$ cat config.mk
export PLATFORM = sky130hd
export DESIGN_NAME = pdo_comm_params
export DESIGN_NICKNAME = d
export VERILOG_FILES = /design/src/verilog/pdo_pkg.sv /design/src/verilog/pdo_comm_params.sv
export SDC_FILE = /design/constraint.sdc
export NUM_CORES = 2
export LEC_CHECK = 0
export BUFFER_PORTS_ARGS = -buffer_cell sky130_fd_sc_hd__buf_2
export CORE_UTILIZATION = 29
export DETAILED_ROUTE_END_ITERATION = 10
export SLEW_MARGIN = 20
export SYNTH_ARGS = -nofsm -noshare
export SYNTH_HDL_FRONTEND = slang
export SYNTH_SLANG_ARGS = --single-unit
$ cat constraint.sdc
create_clock -name mclk_in -period 14.65 [get_ports mclk_in]
set_clock_uncertainty 0.1 [all_clocks]
set_input_delay 2.93 -clock mclk_in [delete_from_list [all_inputs] [get_ports mclk_in]]
set_output_delay 2.93 -clock mclk_in [all_outputs]
set_load 0.02 [all_outputs]
$ cat src/verilog/pdo_pkg.sv
// Constants for the process-data-object parameter and transmit scheduler.
// Assumes one 20 MHz system clock; object offsets are dictionary indices.
package pdo_pkg;
	localparam int N_RX  = 2;
	localparam int N_TX  = 10;
	localparam int N_MAP = 4;

	// Object dictionary indices and subindices
	localparam logic [15:0] RX_COMM_BASE = 16'h1400;
	localparam logic [15:0] RX_MAP_BASE  = 16'h1600;
	localparam logic [15:0] TX_COMM_BASE = 16'h1800;
	localparam logic [15:0] TX_COMM_LAST = 16'h1809;
	localparam logic [7:0]  SUB_COUNT    = 8'h00;
	localparam logic [7:0]  SUB_COB      = 8'h01;
	localparam logic [7:0]  SUB_TYPE     = 8'h02;
	localparam logic [7:0]  SUB_INHIBIT  = 8'h03;
	localparam logic [7:0]  SUB_EVENT    = 8'h05;
	localparam logic [7:0]  COMM_ENTRIES = 8'h05;

	// Identifier entry layout
	localparam int COB_UNUSED_BIT = 31;
	localparam int COB_NO_RTR_BIT = 30;
	localparam int COB_EXT_BIT    = 29;
	localparam logic [28:0] COB_BASE = 29'h0000_0200;

	// Mapping entry layout
	localparam int MAP_INDEX_LSB = 16;
	localparam int MAP_SUB_LSB   = 8;
	localparam int MAP_LEN_LSB   = 0;

	// Transmission types
	localparam logic [7:0] TT_SYNC_ACYC   = 8'h00;
	localparam logic [7:0] TT_CYC_MIN     = 8'h01;
	localparam logic [7:0] TT_CYC_MAX     = 8'hF0;
	localparam logic [7:0] TT_RTR_SYNC    = 8'hFC;
	localparam logic [7:0] TT_RTR_ASYNC   = 8'hFD;
	localparam logic [7:0] TT_EVENT       = 8'hFE;
	localparam logic [7:0] TT_UNSUPPORTED = 8'hFF;

	// Reset values
	localparam logic [9:0]  TX_ENABLED_RESET = 10'h003;
	localparam logic [7:0]  TT_RESET         = TT_EVENT;
	localparam logic [15:0] INHIBIT_RESET    = 16'h0000;
	localparam logic [15:0] EVENT_RESET      = 16'h0000;
	localparam logic [7:0]  MAP_CNT_RESET    = 8'h00;

	// Timing
	localparam int CLK_HZ          = 20_000_000;
	localparam int INHIBIT_UNIT_NS = 100_000;
	localparam int EVENT_UNIT_NS   = 1_000_000;
	localparam int TICK_CYCLES =
		(CLK_HZ / 1_000_000) * INHIBIT_UNIT_NS / 1000;
	localparam int MS_TICKS = EVENT_UNIT_NS / INHIBIT_UNIT_NS;
	localparam logic [10:0] TICK_LAST = 11'(TICK_CYCLES - 1);
	localparam logic [3:0]  MS_LAST   = 4'(MS_TICKS - 1);
endpackage
$ cat src/verilog/pdo_comm_params.sv
// PDO communication parameters, receive mapping and transmit scheduling.
// Assumes frames, SYNC and RTR arrive as one-cycle strobes from the
// CAN controller, and dictionary accesses as one-cycle requests.
// How it works
// Bit 31 set: PDO unused, no frames
// Bit 30 set: RTR frames ignored
// Bit 29 picks 11 or 29 bit identifier
// Identifier bits 28..0, default 0200h plus node
// Type 0: send on SYNC after change
// Types 1..240: cyclic, paced by SYNC
// Type 252: RTR send, data refreshed on SYNC
// Type 253: RTR send, data refreshed continuously
// Type 254: send on beam state change
// Subindex 03h: 16-bit inhibit in 0.1 ms
// Subindex 05h: 16-bit event timer in ms
// Mapping word: index, subindex, bit length
// Receive mapping count resets 0, disabling
// Two receive records at 1400h and 1401h
// Ten transmit records at 1800h to 1809h
// First two transmit PDOs enabled at reset
// Other eight transmit PDOs disabled at reset
// RTR sends ignore the inhibit time
// Inhibit time spaces sends of one PDO
// Inhibit window holds back every other trigger
// Event timer expiry sends without state change
// Type 0 receive data acted on after SYNC
// Cyclic send after configured SYNC count
// Type 255 refused
// 0.1 ms and 1 ms ticks drive timers
`timescale 1ns/1ps
`default_nettype none
module pdo_comm_params
	import pdo_pkg::*;
(
	input  wire logic        mclk_in,
	input  wire logic        nrst_in,
	input  wire logic [6:0]  node_id_in,
	input  wire logic        od_req_in,
	input  wire logic        od_wr_in,
	input  wire logic [15:0] od_index_in,
	input  wire logic [7:0]  od_sub_in,
	input  wire logic [31:0] od_wdata_in,
	output logic             od_ack_out,
	output logic             od_err_out,
	output logic      [31:0] od_rdata_out,
	input  wire logic        sync_in,
	input  wire logic        rtr_in,
	input  wire logic [3:0]  rtr_pdo_in,
	input  wire logic        change_of_state_event_in,
	input  wire logic        rx_frame_in,
	input  wire logic        rx_pdo_in,
	output logic      [1:0]  rx_apply_out,
	output logic             tx_req_out,
	output logic      [3:0]  tx_pdo_out,
	output logic      [28:0] tx_id_out,
	output logic             tx_ext_out,
	input  wire logic        tx_ack_in,
	output logic      [9:0]  snapshot_out
);
	typedef struct packed {
		logic [10:0]                         tick_cnt;
		logic [3:0]                          ms_cnt;
		logic                                tick_100us;
		logic                                tick_1ms;
		logic [N_TX-1:0][31:0]               tx_cob;
		logic [N_TX-1:0]                     tx_id_dflt;
		logic [N_TX-1:0][7:0]                tx_type;
		logic [N_TX-1:0][15:0]               tx_inhibit;
		logic [N_TX-1:0][15:0]               tx_event;
		logic [N_TX-1:0][15:0]               tx_inh_cnt;
		logic [N_TX-1:0][15:0]               tx_evt_cnt;
		logic [N_TX-1:0][7:0]                tx_sync_cnt;
		logic [N_TX-1:0]                     tx_pend;
		logic [N_TX-1:0]                     tx_rtr_pend;
		logic [N_TX-1:0]                     tx_changed;
		logic [N_RX-1:0][31:0]               rx_cob;
		logic [N_RX-1:0]                     rx_id_dflt;
		logic [N_RX-1:0][7:0]                rx_type;
		logic [N_RX-1:0][15:0]               rx_inhibit;
		logic [N_RX-1:0][15:0]               rx_event;
		logic [N_RX-1:0][7:0]                rx_map_cnt;
		logic [N_RX-1:0][N_MAP-1:0][31:0]    rx_map;
		logic [N_RX-1:0]                     rx_wait;
		logic [N_RX-1:0]                     rx_apply;
		logic                                od_ack;
		logic                                od_err;
		logic [31:0]                         od_rdata;
	} state_t;

	state_t r;
	state_t next_r;
	logic        found;
	logic [3:0]  sel;
	logic [15:0] sel_inhibit;

	function automatic logic [28:0] eff_id(input logic [31:0] cob,
			input logic dflt, input logic [6:0] node);
		eff_id = dflt ? COB_BASE + {22'h00_0000, node} : cob[28:0];
	endfunction

	function automatic logic type_ok(input logic [7:0] t);
		// Reserved band and the free-running type are both refused
		type_ok = !((t > TT_CYC_MAX) && (t < TT_RTR_SYNC)) &&
			(t != TT_UNSUPPORTED);
	endfunction

	function automatic logic is_cyclic(input logic [7:0] t);
		is_cyclic = (t >= TT_CYC_MIN) && (t <= TT_CYC_MAX);
	endfunction

	// Lowest numbered PDO wins; RTR requests bypass the inhibit window
	always_comb begin
		found = 1'b0;
		sel   = 4'h0;
		for (int i = N_TX - 1; i >= 0; i--) begin
			if (!r.tx_cob[i][COB_UNUSED_BIT] && (r.tx_rtr_pend[i] ||
					(r.tx_pend[i] && r.tx_inh_cnt[i] == 16'h0000))) begin
				found = 1'b1;
				sel   = 4'(i);
			end
		end
	end

	assign tx_req_out  = found;
	assign tx_pdo_out  = sel;
	assign tx_id_out   = eff_id(r.tx_cob[sel], r.tx_id_dflt[sel], node_id_in);
	assign tx_ext_out  = r.tx_cob[sel][COB_EXT_BIT];
	assign sel_inhibit = r.tx_inhibit[sel];
	assign od_ack_out   = r.od_ack;
	assign od_err_out   = r.od_err;
	assign od_rdata_out = r.od_rdata;
	assign rx_apply_out = r.rx_apply;

	generate
		for (genvar g = 0; g < N_TX; g++) begin : g_snap
			assign snapshot_out[g] =
				(r.tx_type[g] == TT_RTR_SYNC && sync_in) ||
				(r.tx_type[g] == TT_RTR_ASYNC) ||
				(r.tx_type[g] != TT_RTR_SYNC && found && tx_ack_in &&
					sel == 4'(g));
		end
	endgenerate

	always_comb begin
		logic [7:0]  t;
		logic [3:0]  slot;
		logic        rx_slot;
		logic [1:0]  msub;
		next_r = r;
		t       = 8'h00;
		slot    = od_index_in[3:0];
		rx_slot = od_index_in[0];
		msub    = 2'(od_sub_in - 8'h01);
		next_r.tick_100us = 1'b0;
		next_r.tick_1ms   = 1'b0;
		next_r.od_ack     = 1'b0;
		next_r.od_err     = 1'b0;
		next_r.rx_apply   = '0;

		// Timebase for inhibit and event counters
		if (r.tick_cnt == TICK_LAST) begin
			next_r.tick_cnt   = 11'h000;
			next_r.tick_100us = 1'b1;
			if (r.ms_cnt == MS_LAST) begin
				next_r.ms_cnt   = 4'h0;
				next_r.tick_1ms = 1'b1;
			end else begin
				next_r.ms_cnt = r.ms_cnt + 4'h1;
			end
		end else begin
			next_r.tick_cnt = r.tick_cnt + 11'h001;
		end

		for (int i = 0; i < N_TX; i++) begin
			t = r.tx_type[i];
			if (r.tx_inh_cnt[i] != 16'h0000 && r.tick_100us)
				next_r.tx_inh_cnt[i] = r.tx_inh_cnt[i] - 16'h0001;
			// Clear on send first so a trigger in that cycle survives
			if (found && tx_ack_in && sel == 4'(i)) begin
				next_r.tx_pend[i]     = 1'b0;
				next_r.tx_rtr_pend[i] = 1'b0;
				next_r.tx_inh_cnt[i]  = r.tx_inhibit[i];
				next_r.tx_evt_cnt[i]  = r.tx_event[i];
			end
			if (change_of_state_event_in) begin
				next_r.tx_changed[i] = 1'b1;
				if (t == TT_EVENT)
					next_r.tx_pend[i] = 1'b1;
			end
			if (sync_in) begin
				// A change counts only until the next SYNC, whatever the type
				next_r.tx_changed[i] = 1'b0;
				if (t == TT_SYNC_ACYC) begin
					if (r.tx_changed[i] || change_of_state_event_in)
						next_r.tx_pend[i] = 1'b1;
				end else if (is_cyclic(t)) begin
					if (r.tx_sync_cnt[i] + 8'h01 >= t) begin
						next_r.tx_pend[i]     = 1'b1;
						next_r.tx_sync_cnt[i] = 8'h00;
					end else begin
						next_r.tx_sync_cnt[i] = r.tx_sync_cnt[i] + 8'h01;
					end
				end
			end
			if (t == TT_EVENT && r.tx_event[i] != 16'h0000 && r.tick_1ms) begin
				if (r.tx_evt_cnt[i] == 16'h0000) begin
					next_r.tx_evt_cnt[i] = r.tx_event[i];
				end else if (r.tx_evt_cnt[i] == 16'h0001) begin
					next_r.tx_pend[i]    = 1'b1;
					next_r.tx_evt_cnt[i] = r.tx_event[i];
				end else begin
					next_r.tx_evt_cnt[i] = r.tx_evt_cnt[i] - 16'h0001;
				end
			end
			if (rtr_in && rtr_pdo_in == 4'(i) &&
					!r.tx_cob[i][COB_NO_RTR_BIT])
				next_r.tx_rtr_pend[i] = 1'b1;
			if (r.tx_cob[i][COB_UNUSED_BIT]) begin
				next_r.tx_pend[i]     = 1'b0;
				next_r.tx_rtr_pend[i] = 1'b0;
				next_r.tx_sync_cnt[i] = 8'h00;
			end
		end

		for (int j = 0; j < N_RX; j++) begin
			if (sync_in && r.rx_wait[j]) begin
				next_r.rx_apply[j] = 1'b1;
				next_r.rx_wait[j]  = 1'b0;
			end
			if (rx_frame_in && rx_pdo_in == 1'(j) &&
					!r.rx_cob[j][COB_UNUSED_BIT] &&
					r.rx_map_cnt[j] != 8'h00) begin
				if (r.rx_type[j] <= TT_CYC_MAX)
					next_r.rx_wait[j] = 1'b1;
				else
					next_r.rx_apply[j] = 1'b1;
			end
		end

		if (od_req_in) begin
			next_r.od_ack   = 1'b1;
			next_r.od_rdata = 32'h0000_0000;
			if (od_index_in >= TX_COMM_BASE &&
					od_index_in <= TX_COMM_LAST) begin
				case (od_sub_in)
					SUB_COUNT: begin
						next_r.od_rdata = {24'h00_0000, COMM_ENTRIES};
						next_r.od_err   = od_wr_in;
					end
					SUB_COB: begin
						next_r.od_rdata = {r.tx_cob[slot][31:29],
							eff_id(r.tx_cob[slot], r.tx_id_dflt[slot],
								node_id_in)};
						if (od_wr_in) begin
							next_r.tx_cob[slot]     = od_wdata_in;
							next_r.tx_id_dflt[slot] = 1'b0;
						end
					end
					SUB_TYPE: begin
						next_r.od_rdata = {24'h00_0000, r.tx_type[slot]};
						if (od_wr_in) begin
							if (type_ok(od_wdata_in[7:0])) begin
								next_r.tx_type[slot]     = od_wdata_in[7:0];
								next_r.tx_sync_cnt[slot] = 8'h00;
							end else begin
								next_r.od_err = 1'b1;
							end
						end
					end
					SUB_INHIBIT: begin
						next_r.od_rdata = {16'h0000, r.tx_inhibit[slot]};
						if (od_wr_in)
							next_r.tx_inhibit[slot] = od_wdata_in[15:0];
					end
					SUB_EVENT: begin
						next_r.od_rdata = {16'h0000, r.tx_event[slot]};
						if (od_wr_in)
							next_r.tx_event[slot] = od_wdata_in[15:0];
					end
					default: next_r.od_err = 1'b1;
				endcase
			end else if (od_index_in[15:1] == RX_COMM_BASE[15:1]) begin
				case (od_sub_in)
					SUB_COUNT: begin
						next_r.od_rdata = {24'h00_0000, COMM_ENTRIES};
						next_r.od_err   = od_wr_in;
					end
					SUB_COB: begin
						next_r.od_rdata = {r.rx_cob[rx_slot][31:29],
							eff_id(r.rx_cob[rx_slot], r.rx_id_dflt[rx_slot],
								node_id_in)};
						if (od_wr_in) begin
							next_r.rx_cob[rx_slot]     = od_wdata_in;
							next_r.rx_id_dflt[rx_slot] = 1'b0;
						end
					end
					SUB_TYPE: begin
						next_r.od_rdata = {24'h00_0000, r.rx_type[rx_slot]};
						if (od_wr_in) begin
							if (type_ok(od_wdata_in[7:0]))
								next_r.rx_type[rx_slot] = od_wdata_in[7:0];
							else
								next_r.od_err = 1'b1;
						end
					end
					SUB_INHIBIT: begin
						next_r.od_rdata = {16'h0000, r.rx_inhibit[rx_slot]};
						if (od_wr_in)
							next_r.rx_inhibit[rx_slot] = od_wdata_in[15:0];
					end
					SUB_EVENT: begin
						// Stored only: receive PDOs run no event timer
						next_r.od_rdata = {16'h0000, r.rx_event[rx_slot]};
						if (od_wr_in)
							next_r.rx_event[rx_slot] = od_wdata_in[15:0];
					end
					default: next_r.od_err = 1'b1;
				endcase
			end else if (od_index_in[15:1] == RX_MAP_BASE[15:1]) begin
				if (od_sub_in == SUB_COUNT) begin
					next_r.od_rdata = {24'h00_0000, r.rx_map_cnt[rx_slot]};
					if (od_wr_in) begin
						if (od_wdata_in[7:0] <= 8'(N_MAP))
							next_r.rx_map_cnt[rx_slot] = od_wdata_in[7:0];
						else
							next_r.od_err = 1'b1;
					end
				end else if (od_sub_in >= 8'h01 && od_sub_in <= 8'(N_MAP)) begin
					next_r.od_rdata = r.rx_map[rx_slot][msub];
					// A zero-length entry can never map anything
					if (od_wr_in) begin
						if (od_wdata_in[MAP_LEN_LSB +: 8] != 8'h00)
							next_r.rx_map[rx_slot][msub] = od_wdata_in;
						else
							next_r.od_err = 1'b1;
					end
				end else begin
					next_r.od_err = 1'b1;
				end
			end else begin
				next_r.od_err = 1'b1;
			end
		end
	end

	always_ff @(posedge mclk_in or negedge nrst_in) begin
		if (!nrst_in) begin
			r <= '0;
			for (int i = 0; i < N_TX; i++) begin
				r.tx_cob[i] <= {~TX_ENABLED_RESET[i], 31'h0000_0000};
				r.tx_type[i]    <= TT_RESET;
				r.tx_inhibit[i] <= INHIBIT_RESET;
				r.tx_event[i]   <= EVENT_RESET;
			end
			r.tx_id_dflt <= '1;
			r.rx_id_dflt <= '1;
			for (int j = 0; j < N_RX; j++) begin
				r.rx_type[j]    <= TT_RESET;
				r.rx_map_cnt[j] <= MAP_CNT_RESET;
			end
		end else begin
			r <= next_r;
		end
	end
endmodule
`default_nettype wire

; Word-level counts from Yosys, hierarchy flattened
; Index checks and enable logic that the tools add are counted.
[op_classes]
n_addsub = 34
n_lt_le_gt_ge = 46
n_eq_ne = 77
muxes = 383
n_bitwise = 10
n_reduce_logical = 307
[op_table]
columns = operator, count
row1 = $mux 16, 68
row2 = $mux 8, 57
row3 = $mux 80, 5
row4 = $mux 128, 3
row5 = $bwmux 160, 2
row6 = $bwmux 320, 1
row7 = $logic_not 16->1, 20
row8 = $pmux 32 s5, 2
row9 = $reduce_bool 16->1, 20
row10 = $sub 16x1->16 const B, 20
row11 = $mux 32, 9
row12 = $bmux 32 s4, 2
row13 = $bwmux 256, 1
row14 = $eq 8x8->1 const B, 30
row15 = $mux 1, 189
row16 = $eq 16x1->1 const B, 10
row17 = $logic_and 1x1->1, 146
row18 = $bmux 16 s4, 2
row19 = $demux 128 s1, 1
row20 = $demux 32 s4, 1
row21 = $mux 33, 3
row22 = $le 8x8->1 const B, 12
row23 = $ge 8x1->1 const B, 11
row24 = $logic_not 8->1, 11
row25 = other kinds (68), 231
[word_totals]
reg_bits = 1624
in_bits = 77
word_cells = 968

; Depth between registers and ports, before layout
[depth]
ltp_word = 27
ltp_mapped = 17
ltp_nobuf = 13

; Worst setup path after synthesis
; OpenSTA, ideal clock, no wires.
[synth_timing]
path_kind = input port to output port
start = input port tx_ack_in
end = output port snapshot_out[8]
t_arrival_ns = 4.447
setup_slack_ns = 7.173
stages = 6
n_path_buf = 3
cell_sequence = clkbuf_1 -> nand2_1 -> or3_1 -> buf_2 -> clkbuf_1 -> o21ai_0
[synth_via]
elab_chain_cells = 3
[synth_lines]
columns = item, line_no
row1 = "start, declared", pdo_comm_params.sv:57  ; input wire logic tx_ack_in,
row2 = $logic_and 1x1->1 (2 in series), pdo_comm_params.sv:139  ; (r.tx_type[g] != TT_RTR_SYNC && found && tx_ack_in &&
row3 = $logic_or 1x1->1, pdo_comm_params.sv:138  ; (r.tx_type[g] == TT_RTR_ASYNC) ||
row4 = "end, declared", pdo_comm_params.sv:58  ; output logic [9:0] snapshot_out
; No other way between the ends.

; Worst setup path after layout
[layout_timing]
start = register r[758] (netlist bit)
end = output port tx_id_out[10]
[layout_via]
elab_chain_cells = 10
elab_cells_between_ends = 12
[layout_lines]
columns = item, line_no
row1 = "start, declared", pdo_comm_params.sv:90  ; state_t r;
row2 = "start signal, assigned", pdo_comm_params.sv:362  ; r <= next_r;
row3 = $logic_not 16->1 *, pdo_comm_params.sv:117  ; (r.tx_pend[i] && r.tx_inh_cnt[i] == 16'h0000))) begin
row4 = $logic_and 1x1->1 *, pdo_comm_params.sv:117
row5 = $logic_or 1x1->1 *, pdo_comm_params.sv:116  ; if (!r.tx_cob[i][COB_UNUSED_BIT] && (r.tx_rtr_pend[i] ||
row6 = $logic_and 1x1->1 *, pdo_comm_params.sv:116
row7 = $mux 4 * (3 in series), pdo_comm_params.sv:116
row8 = $bmux 32 s4 / $bmux 1 s4 (equally long branches), pdo_comm_params.sv:126  ; assign tx_id_out = eff_id(r.tx_cob[sel], r.tx_id_dflt[sel], node_id_in);
row9 = $mux 30 / $mux 1 (equally long branches), n/a
row10 = $mux 29 *, pdo_comm_params.sv:98  ; eff_id = dflt ? COB_BASE + {22'h00_0000, node} : cob[28:0];
row11 = "end, declared", pdo_comm_params.sv:55  ; output logic [28:0] tx_id_out,
; Every way passes the cells marked *; elsewhere a longest branch is shown, timed or not. The select of a mux whose other input is x is not followed.

==> results.py <==
metrics = {
    "status": {
        "status": "finished, final reports clean",
    },
    "die": {
        "die_area_mm2": 0.293,
        "ios": 158,
        "fp.dieH_um": 541,
        "start_util_pct": 29.2,
        "coreArea_mm2": 0.289,
        "die_x_um": 541,
        "std_cell_rows": 197,
    },
    "final_layout": {
        "areaGrowthSynthToFinish_pct": 12.7,
        "nets": 7741,
        "drive_gt1_share_pct": 27.9,
    },
    "timing": {
        "finalSetupViolCount": 0,
        "fmax_mhz": 98.3,
        "rsz0062_at_grt": "false",
        "slew_violations": 0,
        "maxSlewHeadroom_pct": 20.1,
        "setup_total_negative_slack_ns": 0,
        "worstMarginPinSlew_ns": 1.19,
        "hold_viol": 0,
        "min_period_over_period_pct": 69.4,
        "fin_crit_ns": 10.17,
    },
    "worst_setup_path": {
        "crit_family": "buffers and inverters",
        "cp-start-kind": "flop",
        "ff2ff_setup_slack_ns": 8.71,
        "cp_max_fo": 35,
        "crit_chain": "inv_1 > ha_1 > or4b_2 > or4_4 > o22ai_1 > a2111oi_0 > or3_1 > buf_4 > o21ai_4 > buf_4 > buf_4 > nand2_1 > o211ai_1 > a21oi_4 > buf_4 > a2111oi_2 > buf_2",
        "cp-endpoint": "tx_id_out[10]",
        "cpPeakStageDelay_ns": 0.66,
        "worst-path-stages": 17,
        "crit_top_cell": "buf_4",
        "startpoint": "r[758]$_DFFE_PN0P_",
        "critPathCaptureType": "primary output",
        "r2r_start": "r[872]$_DFFE_PN0P_",
        "cp_num_buf_inv": 6,
        "crit_slowest_cell": "a2111oi_2",
        "critPathKind": "flop to primary output",
        "reg2reg_depth": 14,
        "cp_data_required_time_ns": 11.62,
        "arrival_ns": 7.14,
        "r2r_end": "r[706]$_DFFE_PN0P_",
    },
    "hold_path": {
        "min_from": "r[1622]$_DFF_PN0_",
        "hold_class": "flop to flop",
    },
    "pwr": {
        "power.internal_mw": 8.55,
        "peakVddDrop_v": 0.000237,
        "power.total_mw": 13.7,
        "p_leak_nw": 42.6,
        "clkPwrFrac_pct": 33.6,
        "p_comb_share_pct": 29.1,
        "powerDensity_mw_per_mm2": 144,
        "p_sw_mw": 5.12,
        "p_sw_share_pct": 37.4,
        "seqPwrFrac_pct": 37.3,
    },
    "global_route": {
        "grt_pass1_vias": 63414,
        "grt_max_degree": 187,
        "busiest_layer": "met2",
        "grt.total_usage_pct": 18.7,
        "met1_usage_pct": 25.0,
        "grt_antenna_before_repair": 28,
        "grt_pass1_wl_um": 419000,
        "gr-total-overflow": 0,
        "grtUsageMet3_pct": 4.21,
        "gr-usage-met2_pct": 28.7,
    },
    "logic_synthesis": {
        "ys_types": 78,
        "async_reset_ff_share_pct": 100,
        "synth_top_family_by_area": "multiplexers",
        "synthSimpleGateAreaFrac_pct": 11.3,
        "ys_ff_latch": 1624,
        "synth_compound_gate_area_share_pct": 10.4,
        "synth_fa_ha_area_share_pct": 1.99,
        "ys_seq_area_share_pct": 48.4,
        "muxShareOfSynthArea_pct": 22.4,
        "synth_flop_cell": "dfrtp_1",
        "synth_xor_area_share_pct": 2.19,
        "netlist_area_mm2": 0.0843,
        "synth_nets": 7822,
        "ys_warn_count": 0,
        "avgSynthCellArea_um2": 11.1,
        "postSynthCellCount": 7611,
        "synth_edf_count": 0,
    },
    "detailed_routing": {
        "drc_errors": 0,
        "dr_total_vias": 64100,
        "first_pass_iters": 10,
        "wire_per_inst_um": 24.2,
        "drt_iter0_drc": 7435,
        "wirelength_um": 280000,
        "viasPerCell": 5.55,
        "drtAntennaViolNets": 0,
    },
    "clocking": {
        "cts_made_buffers": 178,
        "cts-root-buf": "clkbuf_16",
        "cts_resized": 0,
        "cts_sinks": 1624,
        "insertion_delay_ns": 0.86,
        "h-tree-depth": 4,
        "path_clk_slew_ns": 0.06,
        "hold_buffers": 0,
        "cts_tree": "yes",
        "clock_path_buffers": 4,
        "cts_setup_buffers": 0,
    },
    "place": {
        "hpwl_um": 185000,
        "finalWeightedCongestion": 0.916,
        "io_buffers": 157,
    },
    "run": {
        "drv_cap": 0,
    },
}
cell type report:
type	count	area, um^2
flip-flops and latches	1624	40800
diodes	14	35.0
clock buffers	260	5200
fillers	28793	194000
multi-input cells	5266	40900
clock inverters	54	649
inverters	176	662
well taps	3880	4850
repair buffers	284	1910
cell usage in the layout (no fill, tap or decap), types with 88 or more instances in the layout:
master,netlist,layout
nor4_1,149,147
dfstp_2,104,104
nor2_1,524,515
mux2_2,1159,1159
inv_1,174,173
mux4_2,210,210
a21oi_1,436,435
nand3_1,138,132
buf_4,34,115
clkbuf_16,0,180
ha_1,134,133
xnor2_1,123,123
nand2_1,636,619
o21ai_0,444,443
xor2_1,88,88
nor3_1,207,199
mux2i_1,107,107
dfrtp_1,1520,1520
buf_2,28,154
flip-flops by register name, indices dropped and copies added (netlist names):
signal / count
od_err_out: 1
od_rdata_out: 32
od_ack_out: 1
rx_apply_out: 2
r: 1588
stage by stage:
step,instances,cell area [um^2],util (%),setup WS (ns),hold WS (ns)
floorplan,7611,84300,-,7.17,0.324
global placement,11229,89000,30.9,5.45,0.339
detailed placement,11229,89100,30.9,5.43,0.345
CTS,11543,94900,32.9,4.54,0.353
global route,11550,95000,32.9,4.31,0.387
finish,11558,95000,32.9,4.48,0.353
cell usage after synthesis (all sizes together), types with 29 or more instances:
master / number / area, um^2
nor2b: 36 / 225
and3: 43 / 269
nor4: 149 / 932
xnor2: 123 / 1080
a22oi: 87 / 653
nor3b: 35 / 263
xor2: 88 / 771
a222oi: 80 / 801
nand4: 37 / 231
mux4: 210 / 4730
o22ai: 45 / 282
inv: 176 / 661
nor3: 207 / 1040
nor2: 524 / 1970
mux2i: 107 / 1070
nand3: 138 / 691
o21ai: 465 / 2340
a21oi: 436 / 2180
ha: 134 / 1680
or3: 37 / 231
nand2b: 54 / 338
mux2: 1160 / 13100
buf: 155 / 752
a21o: 47 / 353
or4: 37 / 289
nand2: 636 / 2390
o2bb2ai: 29 / 254
clkbuf: 390 / 1460
a31oi: 54 / 338
dfrtp: 1520 / 38000
dfstp: 104 / 2730
routing by layer:
layer / wire length [um] / share of wire [%]
met5: 103 / 0.037
met4: 14100 / 5.0
met2: 124000 / 44
met1: 117000 / 42
met3: 24600 / 8.8
logic make-up (layout without fill, tap and decap cells):
kind of cell / count (synthesis) / count (layout)
adder cells (fa/ha/maj): 134 / 134
XOR/XNOR: 211 / 211
other: 0 / 14
AND/OR/NAND/NOR: 2025 / 2025
flip-flops: 1624 / 1624
multiplexers: 1477 / 1477
AO/OA/AOI/OAI: 1419 / 1419
buffers and inverters: 721 / 774
how the worst min path moves through the flow:
stage,to,slack [ns],depth (start not counted)
2_1_floorplan,r[1622]$_DFF_PN0_,0.32,1
3_3_place_gp,r[1622]$_DFF_PN0_,0.34,1
3_5_place_dp,r[1622]$_DFF_PN0_,0.34,1
4_1_cts,r[1622]$_DFF_PN0_,0.35,1
5_1_grt,r[1622]$_DFF_PN0_,0.39,1
6_report,r[1622]$_DFF_PN0_,0.35,1
worst register-to-register path: stages (launching register included):
cell and delay (ns):
dfrtp_1 0.43, nor4_1 0.68, a41o_1 0.32, o211ai_1 0.22
a2111oi_0 0.73, or3_1 0.23, buf_4 0.37, o21ai_4 0.09
clkinv_2 0.14, buf_4 0.83, or3_1 0.25, buf_4 0.38
and2_1 0.64, a21oi_1 0.06, o2bb2a_1 0.30
power by group through the flow:
| stage | sequential (mW) | combinational [mW] | clock (mW) |
|---|---|---|---|
| floorplan | 5.09 | 2.38 | 0 |
| global placement | 5.14 | 3.86 | 0 |
| detailed placement | 5.17 | 3.90 | 0 |
| CTS | 5.09 | 3.92 | 4.66 |
| global route | 5.14 | 4.24 | 4.84 |
| finish | 5.10 | 3.98 | 4.59 |
Note: power is estimated with default switching activity, not from simulation.
